[config.mk]
export PLATFORM = sky130hd
export DESIGN_NAME = amc_config
export DESIGN_NICKNAME = d
export VERILOG_FILES = /design/src/hdl/amc_pkg.sv /design/src/hdl/amc_config.sv /design/src/hdl/amc_result_buf.sv
export VERILOG_INCLUDE_DIRS = /design/src /design/src/hdl
export SDC_FILE = /design/constraint.sdc
export NUM_CORES = 1
export LEC_CHECK = 0
export BUFFER_PORTS_ARGS = -buffer_cell sky130_fd_sc_hd__buf_2
export CAP_MARGIN = 20
export CORE_MARGIN = 4
export CORE_UTILIZATION = 40
export DETAILED_ROUTE_END_ITERATION = 16
export GPL_ROUTABILITY_DRIVEN = 0
export HOLD_SLACK_MARGIN = 0.03
export PLACE_DENSITY = 0.57
export SYNTH_ARGS = -nofsm -noshare
export SYNTH_HDL_FRONTEND = slang
export SYNTH_SLANG_ARGS = --single-unit
[constraint.sdc]
create_clock -name clk_in -period 5.17 [get_ports clk_in]
set_input_delay 0 -clock clk_in [delete_from_list [all_inputs] [get_ports clk_in]]
set_output_delay 0 -clock clk_in [all_outputs]
set_load 0.02 [all_outputs]
[src/hdl/amc_map.svh]
`ifndef AMC_MAP_SVH
`define AMC_MAP_SVH
// ****************************************
// register offsets
// ****************************************
`define AMC_OFS_AMP      8'h10
`define AMC_OFS_INSEL    8'h11
`define AMC_OFS_CTRL     8'h20
`define AMC_OFS_STATUS   8'h21
`define AMC_OFS_IRQ_EN   8'h22
`define AMC_OFS_IRQ_CLR  8'h23
`define AMC_OFS_DATA0    8'h24
`define AMC_OFS_DATA1    8'h25
`define AMC_OFS_DATA2    8'h26
`define AMC_OFS_DELAY    8'h27
// ****************************************
// reset values and fields
// ****************************************
`define AMC_RST_AMP      8'h00
`define AMC_RST_INSEL    8'hFF
`define AMC_RST_DELAY    8'h01
`define AMC_AMP_BYP_BIT  7
`define AMC_CTRL_START   0
`define AMC_CTRL_STOP    1
`define AMC_CTRL_RESET   2
`define AMC_CTRL_PDN     3
`define AMC_CTRL_CONT    4
`define AMC_ST_DATA_READY_N      0
`define AMC_ST_ERR       1
`define AMC_CONV_CYC     16'd100
`endif

[src/hdl/amc_pkg.sv]
package amc_pkg;
  typedef struct packed {
    logic [7:0] addr;
    logic [7:0] wdata;
    logic       wr;
    logic       rd;
  } amc_bus_t;
  typedef enum logic [1:0] {
    AMC_GAIN_1   = 2'd0,
    AMC_GAIN_64  = 2'd1,
    AMC_GAIN_128 = 2'd2,
    AMC_GAIN_BAD = 2'd3
  } amc_gain_t;
endpackage : amc_pkg

[src/hdl/amc_config.sv]
`timescale 1ns/1ps
`include "amc_map.svh"
// What this block does
// - bit 7 of amplifier_config set to one bypasses the amplifier, zero routes through it.
// - gain field bits 2:0 gives gain 1 at 000, 64 at 110, 128 at 111, others reserved.
// - pos_input_sel bits 7:4 picks inputs 0..5 at 0011..1000, temp 1011, open 1110, mid 1111.
// - neg_input_sel bits 3:0 uses the same map and resets to mid-supply 1111.
// - chip select held low keeps the serial data pin enabled without framing.
// - an external clock held at ground leaves the block on its internal tick.
// - start low means command-only conversions, start high in continuous mode free-runs.
// - the block resets at power-on and by the reset pin; the reset command resets registers and status but keeps the running sum and result buffer.
// - power-down may be entered by software as well as by the pin.
// - the shared pin signals data ready and data, driving only while chip select is low.
// - results are buffered so the host may read them at any time.
// - software can poll a data-ready status bit.
module amc_config #(
  parameter int DWIDTH = 24
) (
  input  wire logic              clk_in,
  input  wire logic              rstn_in,
  input  wire amc_pkg::amc_bus_t bus_in,
  output logic [7:0]             rdata_out,
  input  wire logic              cs_n_in,
  input  wire logic              start_in,
  input  wire logic              power_down_n_in,
  input  wire logic              ext_clock_in,
  output logic                   shared_out_ready_out,
  output logic                   shared_out_ready_oe_n_out,
  output logic                   data_ready_n_out,
  output logic                   bypass_out,
  output amc_pkg::amc_gain_t     gain_out,
  output logic [3:0]             pos_input_sel_out,
  output logic [3:0]             neg_input_sel_out,
  output logic                   int_clk_sel_out,
  output logic                   powered_down_out,
  output logic                   irq_out
);
  import amc_pkg::*;

  // ****************************************
  // register decode
  // ****************************************
  function automatic logic hit(input logic [7:0] a, input logic [7:0] o);
    hit = (a == o);
  endfunction : hit

  // reserved mux codes, shared by both halves of input_select
  function automatic logic mux_reserved(input logic [3:0] c);
    mux_reserved = (c < 4'h3) || (c == 4'h9) || (c == 4'hA) || (c == 4'hC) || (c == 4'hD);
  endfunction : mux_reserved

  logic [7:0]        amp_r;
  logic [7:0]        insel_r;
  logic [7:0]        delay_r;
  logic              cont_r;
  logic [1:0]        sts_r;
  logic [1:0]        ien_r;
  logic              soft_rst_r;
  logic              pdn_r;
  logic              run_r;
  logic [15:0]       cnt_r;
  logic [7:0]        dly_r;
  logic [DWIDTH-1:0] sample_r;
  logic [DWIDTH-1:0] buf_q;
  logic [4:0]        sh_cnt_r;

  wire wr_w      = bus_in.wr;
  wire rd_w      = bus_in.rd;
  wire cmd_w     = wr_w && hit(bus_in.addr, `AMC_OFS_CTRL);
  wire cmd_start = cmd_w && bus_in.wdata[`AMC_CTRL_START];
  wire cmd_stop  = cmd_w && bus_in.wdata[`AMC_CTRL_STOP];
  wire cmd_rst   = cmd_w && bus_in.wdata[`AMC_CTRL_RESET];
  wire pdn_w     = pdn_r || !power_down_n_in;
  wire free_run  = start_in && cont_r;
  wire conv_done = run_r && (dly_r == 8'h00) && (cnt_r == `AMC_CONV_CYC);
  // reserved mux codes flag an error event instead of being silently remapped
  wire bad_mux   = wr_w && hit(bus_in.addr, `AMC_OFS_INSEL) &&
                   (mux_reserved(bus_in.wdata[7:4]) ||
                    mux_reserved(bus_in.wdata[3:0]));
  wire [1:0] ev_w = {bad_mux, conv_done};
  wire [1:0] clr_w = (wr_w && hit(bus_in.addr, `AMC_OFS_IRQ_CLR)) ?
                     bus_in.wdata[1:0] : 2'b00;
  wire data_ready_n_clr  = rd_w && hit(bus_in.addr, `AMC_OFS_DATA0);
  wire [1:0] sts_nxt = ev_w | (sts_r & ~clr_w); // set beats clear
  // a fresh result wins over the clear made by reading the top data byte
  wire [1:0] sts_full_nxt = soft_rst_r ? 2'b00 :
                            {sts_nxt[1], conv_done | (sts_nxt[0] & ~data_ready_n_clr)};
  // the buffer takes the new sum so a result never lags one conversion
  wire [DWIDTH-1:0] sample_nxt = sample_r + {{(DWIDTH-8){1'b0}}, insel_r};

  amc_gain_t gain_w;
  assign gain_w = (amp_r[2:0] == 3'b000) ? AMC_GAIN_1 :
                  (amp_r[2:0] == 3'b110) ? AMC_GAIN_64 :
                  (amp_r[2:0] == 3'b111) ? AMC_GAIN_128 : AMC_GAIN_BAD;

  // ****************************************
  // configuration registers
  // ****************************************
  always_ff @(posedge clk_in or negedge rstn_in) begin
    if (!rstn_in) begin
      amp_r   <= `AMC_RST_AMP;
      insel_r <= `AMC_RST_INSEL;
      delay_r <= `AMC_RST_DELAY;
      cont_r  <= 1'b0;
      pdn_r   <= 1'b0;
      ien_r   <= 2'b00;
    end else if (soft_rst_r) begin
      amp_r   <= `AMC_RST_AMP;
      insel_r <= `AMC_RST_INSEL;
      delay_r <= `AMC_RST_DELAY;
      cont_r  <= 1'b0;
      pdn_r   <= 1'b0;
      ien_r   <= 2'b00;
    end else if (wr_w) begin
      if (hit(bus_in.addr, `AMC_OFS_AMP)) amp_r <= bus_in.wdata;
      if (hit(bus_in.addr, `AMC_OFS_INSEL)) insel_r <= bus_in.wdata;
      if (hit(bus_in.addr, `AMC_OFS_DELAY)) delay_r <= bus_in.wdata;
      if (hit(bus_in.addr, `AMC_OFS_IRQ_EN)) ien_r <= bus_in.wdata[1:0];
      if (cmd_w) begin
        cont_r <= bus_in.wdata[`AMC_CTRL_CONT];
        pdn_r  <= bus_in.wdata[`AMC_CTRL_PDN];
      end
    end
  end

  // reset command takes effect one cycle after the write
  always_ff @(posedge clk_in or negedge rstn_in) begin
    if (!rstn_in) soft_rst_r <= 1'b0;
    else soft_rst_r <= cmd_rst;
  end

  // ****************************************
  // conversion sequencer
  // ****************************************
  // the external clock pin is not used as a clock; the internal tick runs all timing
  always_ff @(posedge clk_in or negedge rstn_in) begin
    if (!rstn_in) begin
      run_r    <= 1'b0;
      cnt_r    <= '0;
      dly_r    <= '0;
      sample_r <= '0;
    end else if (soft_rst_r || pdn_w || cmd_stop) begin
      run_r <= 1'b0;
      cnt_r <= '0;
    end else if (!run_r) begin
      if (cmd_start || free_run) begin
        run_r <= 1'b1;
        dly_r <= delay_r;
        cnt_r <= '0;
      end
    end else if (dly_r != 8'h00) begin
      dly_r <= dly_r - 8'h01;
    end else if (conv_done) begin
      sample_r <= sample_nxt;
      cnt_r    <= '0;
      run_r    <= cont_r;
      dly_r    <= delay_r;
    end else begin
      cnt_r <= cnt_r + 16'd1;
    end
  end

  amc_result_buf #(
    .WIDTH (DWIDTH)
  ) u_buf (
    .clk_in    (clk_in),
    .rstn_in   (rstn_in),
    .wr_in     (conv_done),
    .wdata_in  (sample_nxt),
    .rdata_out (buf_q)
  );

  // ****************************************
  // status, interrupt, read port
  // ****************************************
  always_ff @(posedge clk_in or negedge rstn_in) begin
    if (!rstn_in) begin
      sts_r <= 2'b00;
    end else begin
      sts_r <= sts_full_nxt;
    end
  end

  wire [7:0] rd_mux =
    hit(bus_in.addr, `AMC_OFS_AMP)    ? amp_r :
    hit(bus_in.addr, `AMC_OFS_INSEL)  ? insel_r :
    hit(bus_in.addr, `AMC_OFS_CTRL)   ? {3'b000, cont_r, pdn_r, 3'b000} :
    hit(bus_in.addr, `AMC_OFS_STATUS) ? {6'h00, sts_r} :
    hit(bus_in.addr, `AMC_OFS_IRQ_EN) ? {6'h00, ien_r} :
    hit(bus_in.addr, `AMC_OFS_DATA0)  ? buf_q[23:16] :
    hit(bus_in.addr, `AMC_OFS_DATA1)  ? buf_q[15:8] :
    hit(bus_in.addr, `AMC_OFS_DATA2)  ? buf_q[7:0] :
    hit(bus_in.addr, `AMC_OFS_DELAY)  ? delay_r : 8'h00;

  // ****************************************
  // shared data/ready pin
  // ****************************************
  // with chip select low the pin shows ready until a result is shifted out
  always_ff @(posedge clk_in or negedge rstn_in) begin
    if (!rstn_in) begin
      rdata_out                 <= 8'h00;
      irq_out                   <= 1'b0;
      data_ready_n_out          <= 1'b1;
      shared_out_ready_out      <= 1'b1;
      shared_out_ready_oe_n_out <= 1'b1;
      sh_cnt_r                  <= '0;
      bypass_out                <= 1'b0;
      gain_out                  <= AMC_GAIN_1;
      pos_input_sel_out         <= 4'hF;
      neg_input_sel_out         <= 4'hF;
      int_clk_sel_out           <= 1'b1;
      powered_down_out          <= 1'b0;
    end else begin
      rdata_out                 <= rd_w ? rd_mux : 8'h00;
      irq_out                   <= |(sts_full_nxt & ien_r);
      data_ready_n_out          <= ~sts_full_nxt[0];
      shared_out_ready_oe_n_out <= cs_n_in;
      if (cs_n_in) sh_cnt_r <= '0;
      // the count stops one past the last bit so bit 0 gets a cycle of its own
      else if (sh_cnt_r != 5'd25) sh_cnt_r <= sh_cnt_r + 5'd1;
      shared_out_ready_out <= (cs_n_in || sh_cnt_r == 5'd0) ? ~sts_r[0] :
                              (sh_cnt_r == 5'd25) ? 1'b0 :
                              buf_q[5'd24 - sh_cnt_r];
      bypass_out        <= amp_r[`AMC_AMP_BYP_BIT];
      gain_out          <= gain_w;
      pos_input_sel_out <= insel_r[7:4];
      neg_input_sel_out <= insel_r[3:0];
      int_clk_sel_out   <= ~ext_clock_in;
      powered_down_out  <= pdn_w;
    end
  end
endmodule : amc_config

[src/hdl/amc_result_buf.sv]
`timescale 1ns/1ps
module amc_result_buf #(
  parameter int WIDTH = 24
) (
  input  wire logic             clk_in,
  input  wire logic             rstn_in,
  input  wire logic             wr_in,
  input  wire logic [WIDTH-1:0] wdata_in,
  output logic      [WIDTH-1:0] rdata_out
);
  // result held until the next conversion so the host may read any time
  logic [WIDTH-1:0] mem_r;
  always_ff @(posedge clk_in or negedge rstn_in) begin
    if (!rstn_in) begin
      mem_r     <= '0;
      rdata_out <= '0;
    end else begin
      if (wr_in) begin
        mem_r <= wdata_in;
      end
      rdata_out <= wr_in ? wdata_in : mem_r;
    end
  end
endmodule : amc_result_buf

# [After elaboration in Yosys (flattened, before gate mapping)]
# Cells that the tools add are included.
[classes] reduce_logical=48 addsub=5 bitwise=12 n_eq_ne=25 mux=53 order_cmp=3
[ops] operator="2-to-1 mux 8 bit" count=23
[ops] operator="2-to-1 mux 16 bit" count=5
[ops] operator="== test 8 x 6 -> 1 bit, second input constant" count=8
[ops] operator="== test 4 bit, second input constant" count=8
[ops] operator="adder 24 x 8 -> 24 bit" count=1
[ops] operator="adder 16 x 1 -> 16 bit, second input constant" count=1
[ops] operator="== test 16 x 7 -> 1 bit, second input constant" count=1
[ops] operator="== test 8 x 5 -> 1 bit, second input constant" count=2
[ops] operator="nonzero test 2 bit" count=8
[ops] operator="2-to-1 mux 1 bit" count=15
[ops] operator="logical OR 1 bit" count=14
[ops] operator="2-to-1 mux 2 bit" count=7
[ops] operator="AND reduction 2 bit" count=6
[ops] operator="logical AND 1 bit" count=11
[ops] operator="2-to-1 mux 5 bit" count=2
[ops] operator="zero test 8 bit" count=1
[ops] operator="less-than comparator 4 x 2 -> 1 bit, second input constant" count=2
[ops] operator="nonzero test 8 bit" count=1
[ops] operator="subtractor 8 x 1 -> 8 bit, second input constant" count=1
[ops] operator="== test 3 bit, second input constant" count=2
[ops] operator="less-than comparator 5 x 6 -> 1 bit, second input constant" count=1
[ops] operator="inverter 1 bit" count=6
[ops] operator="adder 5 x 1 -> 5 bit, second input constant" count=1
[ops] operator="binary-select mux 1 bit (select 5 bit)" count=1
[ops] operator="17 further kinds" count=18
[totals] register_bits=134 output_inout_bits=25 word_cells=171

# [Depth between registers and ports, before layout]
[depth] ltp_word=13 ltp_mapped=10 ltp_nobuf=8

# [By module]
# A second synthesis with hierarchy kept.
[unflattened] hier_cells=731 area_unflattened_um2=7397.1
[by_module_without_submodules] mod="amc_config" cells_each=680 instances=1 seq_area_each_um2=2778.9 area_per_inst_um2=6399.9
[by_module_without_submodules] mod="amc_result_buf" cells_each=51 instances=1 seq_area_each_um2=600.6 area_per_inst_um2=997.2

# [Worst setup path before layout]
# No wires, ideal clock.
[synth_path] path_kind="register to register" start="reg sh_cnt_r[0]" end="reg shared_out_ready_out" path_stages_with_launch=11 setup_slack_ps=2742 synth_period_minus_slack_ps=2428 arrival_time_ps=2343 required_ps=5085 path_buffers=2 path_cell_list="dfrtp_1 > buf_2 > inv_1 > ha_1 > clkbuf_1 > mux4_2 > mux2i_1 > o21ai_0 > a311o_1 > a32oi_1 > mux2i_1"
[synth_between] elab_chain_len=5 word_cells_on_any_way=8 classes_between="add/sub: 1; eq/ne: 1; mux: 4; reduce/logical: 2"
[synth_lines] element="from (decl)" line_no="amc_config.sv:65" text="logic [4:0] sh_cnt_r;"
[synth_lines] element="from (signal assigned)" line_no="amc_config.sv:220" text="else if (sh_cnt_r != 5'd25) sh_cnt_r <= sh_cnt_r + 5'd1;"
[synth_lines] element="subtractor 5 bit" line_no="amc_config.sv:223" text="buf_q[5'd24 - sh_cnt_r];"
[synth_lines] element="binary-select mux 1 bit (select 5 bit)" line_no="amc_config.sv:223"
[synth_lines] element="2-to-1 mux 1 bit (not written as such)" line_no="amc_config.sv:223"
[synth_lines] element="2-to-1 mux 1 bit" line_no="amc_config.sv:222" text="(sh_cnt_r == 5'd25) ? 1'b0 :"
[synth_lines] element="2-to-1 mux 1 bit (*)" line_no="amc_config.sv:221" text="shared_out_ready_out <= (cs_n_in || sh_cnt_r == 5'd0) ? ~sts_r[0] :"
[synth_lines] element="to (signal assigned)" line_no="amc_config.sv:221"
[synth_lines] element="to (decl)" line_no="amc_config.sv:27" text="output logic shared_out_ready_out,"
# Mark *: on every way between the ends. The rest lies on a longest branch, timed or not. The select of a mux whose other input is x is not followed.
# A chain may end at the register's enable or synchronous reset.

# [Worst setup path after layout]
[layout_path] start="reg dly_r[0]" end="reg sample_r[23]"
[layout_between] elab_chain_len=4 word_cells_on_any_way=6 classes_between="bitwise: 1; reduce/logical: 5"
[layout_lines] element="from (decl)" line_no="amc_config.sv:62" text="logic [7:0] dly_r;"
[layout_lines] element="from (signal assigned)" line_no="amc_config.sv:148" text="dly_r <= delay_r;"
[layout_lines] element="from (signal assigned)" line_no="amc_config.sv:152" text="dly_r <= dly_r - 8'h01;"
[layout_lines] element="from (signal assigned)" line_no="amc_config.sv:157" text="dly_r <= delay_r;"
[layout_lines] element="zero test 8 bit" line_no="amc_config.sv:75" text="wire conv_done = run_r && (dly_r == 8'h00) && (cnt_r == `AMC_CONV_CYC);"
[layout_lines] element="logical AND 1 bit (2 in series)" line_no="amc_config.sv:75"
[layout_lines] element="AND reduction 4 bit (no line) (*)"
[layout_lines] element="to (signal assigned)" line_no="amc_config.sv:154" text="sample_r <= sample_nxt;"
[layout_lines] element="to (decl)" line_no="amc_config.sv:63" text="logic [DWIDTH-1:0] sample_r;"
# Mark *: on every way between the ends. The rest lies on a longest branch, timed or not.

==> impl_metrics.toml <==
[worst_setup_path]
arrival_ns = 3.04
start_kind = "register"
crit_type = "reg2reg"
r2r_cells = 10
r2r_slack_ns = 2.47
cp_data_required_time_ns = 5.51
r2r-end = "sample_r[23]$_DFFE_PN0P_"
startpoint = "dly_r[0]$_DFFE_PN0P_"
critical_path.endpoint_type = "register"
r2r_start = "dly_r[0]$_DFFE_PN0P_"
path_max_fanout = 27

[timing]
clock_skew_ns = 0.0117
hold_viol_final = 0
post-route-min-period_ns = 2.70
finalSetupViolations = 0
relSlewSlack_pct = 29.9
worst_slew_pin_slew_ns = 1.05
fmax_mhz = 370
setup-tns-final_ns = 0
rsz0062_at_grt = "false"
fin_crit_sh_pct = 52.3
slew_viol_final = 0
hold_ws_ns = 0.0629

[die]
coreArea_mm2 = 0.0174
die_h_um = 142
die-width_um = 142
num_rows = 48
die_area_mm2 = 0.0202
ios = 49
start_util_pct = 41.2

[clock_tree]
cts_resized = 0
cts_buffer_depth = 2
htreeDepth = 4
tritoncts = "yes"
clk_pin_slew_ns = 0.06
cts_sinks = 134
clk_latency_ns = 0.42
numCtsBuffers = 17
cts_hold_buffers = 13
cts_root_buffer = "clkbuf_16"
postCtsSetupBuffers = 0

[detailed_routing]
ant_nets = 0
drcViolationCount = 0
drt_iter0_drc = 518
vias = 5843
wl_um = 18300
first_pass_iters = 6
wl_per_cell_um = 17.7
viasPerCell = 5.65

[finish]
nets = 836
layout_commonest_cell = "dfrtp_1"
final_cell_mix = "dfrtp_1, nand2_1, nor2_1"
drive_above_1_share_pct = 16.4
syn_to_final_growth_pct = 15.0
fill_cells = 1661
diodes = 0

[worst_hold_path]
min_path_cells = 4
min-delay-start = "start_in"
hp-class = "in2reg"
hold_path_end = "run_r$_DFF_PN0_"

[power_and_ir_drop]
power_density_mw_per_mm2 = 307
p_leak_uw = 0.00390
ir_drop_mv = 0.210

[global_route]
grt_pass1_wl_um = 30300
antenna_found_initial = 0
grt_max_degree = 73
grt_pass1_vias = 5615
grt_remaining_overflow = 0
grt.total_usage_pct = 18.9

[synth]
synthesis.nets = 792
synthCells = 752
synth_top_cell_by_area = "dfrtp_1"
synth_edf_count = 0
synth_area_per_cell_um2 = 9.55
synth_flop_cell = "dfrtp_1"
yosysTopAreaCellShare_pct = 39.4
yosysSeqAreaShare_pct = 47.1
synthTopCellsByArea = "dfrtp_1, dfstp_2, nand2_1"
syn-cell-area_mm2 = 0.00718
ys.warnings.count = 0
ys_seq_elements = 134
synth.distinct_cells = 68
async_flop_share_pct = 100

[placed_design]
dp_hpwl_um = 13100
port_buffers = 48

[job]
cap_violations = 0

[outcome]
outcome = "completed"
-- critical path, stage by stage (launching register included) --
cell,delay (ns)
dfrtp_1,0.40
inv_1,0.11
ha_1,0.15
nor3b_1,0.45
nand3_1,0.22
nor2_1,0.14
buf_4,0.24
nand2_1,0.12
buf_4,0.26
nor4_1,0.36
xor2_1,0.17
-- kinds of logic (layout without fill, tap and decap cells) --
family | after synthesis | in the layout | share of synthesized area (%)
xor gates and xnor gates | 39 | 39 | 4.76
adders and majority gates | 16 | 16 | 2.89
and+or+nand+nor | 304 | 304 | 20.9
DFF | 134 | 134 | 47.1
buffers and inverters | 58 | 115 | 3.29
muxes | 37 | 37 | 6.60
AOI/OAI and AO/OA | 164 | 164 | 14.5
-- Yosys cell counts, types with 5 or more instances --
cell	instances
a31oi_1	6
nand3b_1	9
nand2_1	100
inv_1	18
nand3_1	38
nor2_1	60
clkbuf_1	25
and2_1	6
a22oi_1	5
a21o_1	13
xor2_1	29
mux2_2	13
mux2i_1	17
o21ai_0	58
o211ai_1	5
buf_1	7
nand2b_1	10
and3_1	9
a21oi_1	34
ha_1	15
dfstp_2	21
dfrtp_1	113
nand4_1	10
buf_2	6
mux4_2	7
a22o_1	7
o211a_1	5
xnor2_1	10
nor3_1	24
nor4_1	6
-- metrics by stage --
step	instances	area [um2]	power [uW]	setup slack, ns	util [%]
after detailed placement	988	7560	1400	2.37	43.4
final	1034	8260	2540	2.47	47.4
after global placement	988	7560	1400	2.47	43.4
after floorplan	752	7180	1310	2.74	-
after CTS	1033	8250	2570	2.44	47.4
after global routing	1034	8260	2650	2.23	47.4
-- flip-flops by register name (all words and copies together), names as in the netlist, 4 cells and up --
name               cells
dly_r                  8
pos_input_sel_out      4
delay_r                8
u_buf.mem_r           24
sh_cnt_r               5
sample_r              24
rdata_out              8
neg_input_sel_out      4
cnt_r                 16
insel_r                8
amp_r                  8
-- cell type report --
| cell class | instances | area [um2] | area share (%) |
|---|---|---|---|
| multi-input combinational | 560 | 3570 | 43.2 |
| sequential | 134 | 3380 | 40.9 |
| clock buffer | 20 | 457 | 5.53 |
| timing repair buffer | 65 | 407 | 4.92 |
| tap | 225 | 282 | 3.41 |
| clock inverter | 12 | 104 | 1.26 |
| inverter | 18 | 67.6 | 0.818 |
-- per-layer routing --
| metal | part of all wire, % | track usage, % | routed length, um |
|---|---|---|---|
| met1 | 47 | 27.5 | 8700 |
| met2 | 47 | 28.5 | 8520 |
| met3 | 4.7 | 4.13 | 865 |
| met4 | 1.3 | 5.15 | 231 |
| met5 | 0 | 0 | 0 |
-- power breakdown --
part	switching [uW]	total, uW	leakage [uW]	internal (uW)
registers	46.6	1150	0.00176	1100
clock network	460	1140	0.000272	684
logic	153	244	0.00187	90.8
total	660	2540	0.00390	1880
-- worst max-delay path by stage --
stage                                     end  cells after the start
2_1_floorplan  shared_out_ready_out$_DFF_PN1_                     10
4_1_cts                  cnt_r[2]$_DFFE_PN0P_                      8
3_5_place_dp             cnt_r[3]$_DFFE_PN0P_                      7
3_3_place_gp         sample_r[23]$_DFFE_PN0P_                     10
6_report             sample_r[23]$_DFFE_PN0P_                     10
5_1_grt        shared_out_ready_out$_DFF_PN1_                      8
(Power assumes the default switching activity.)
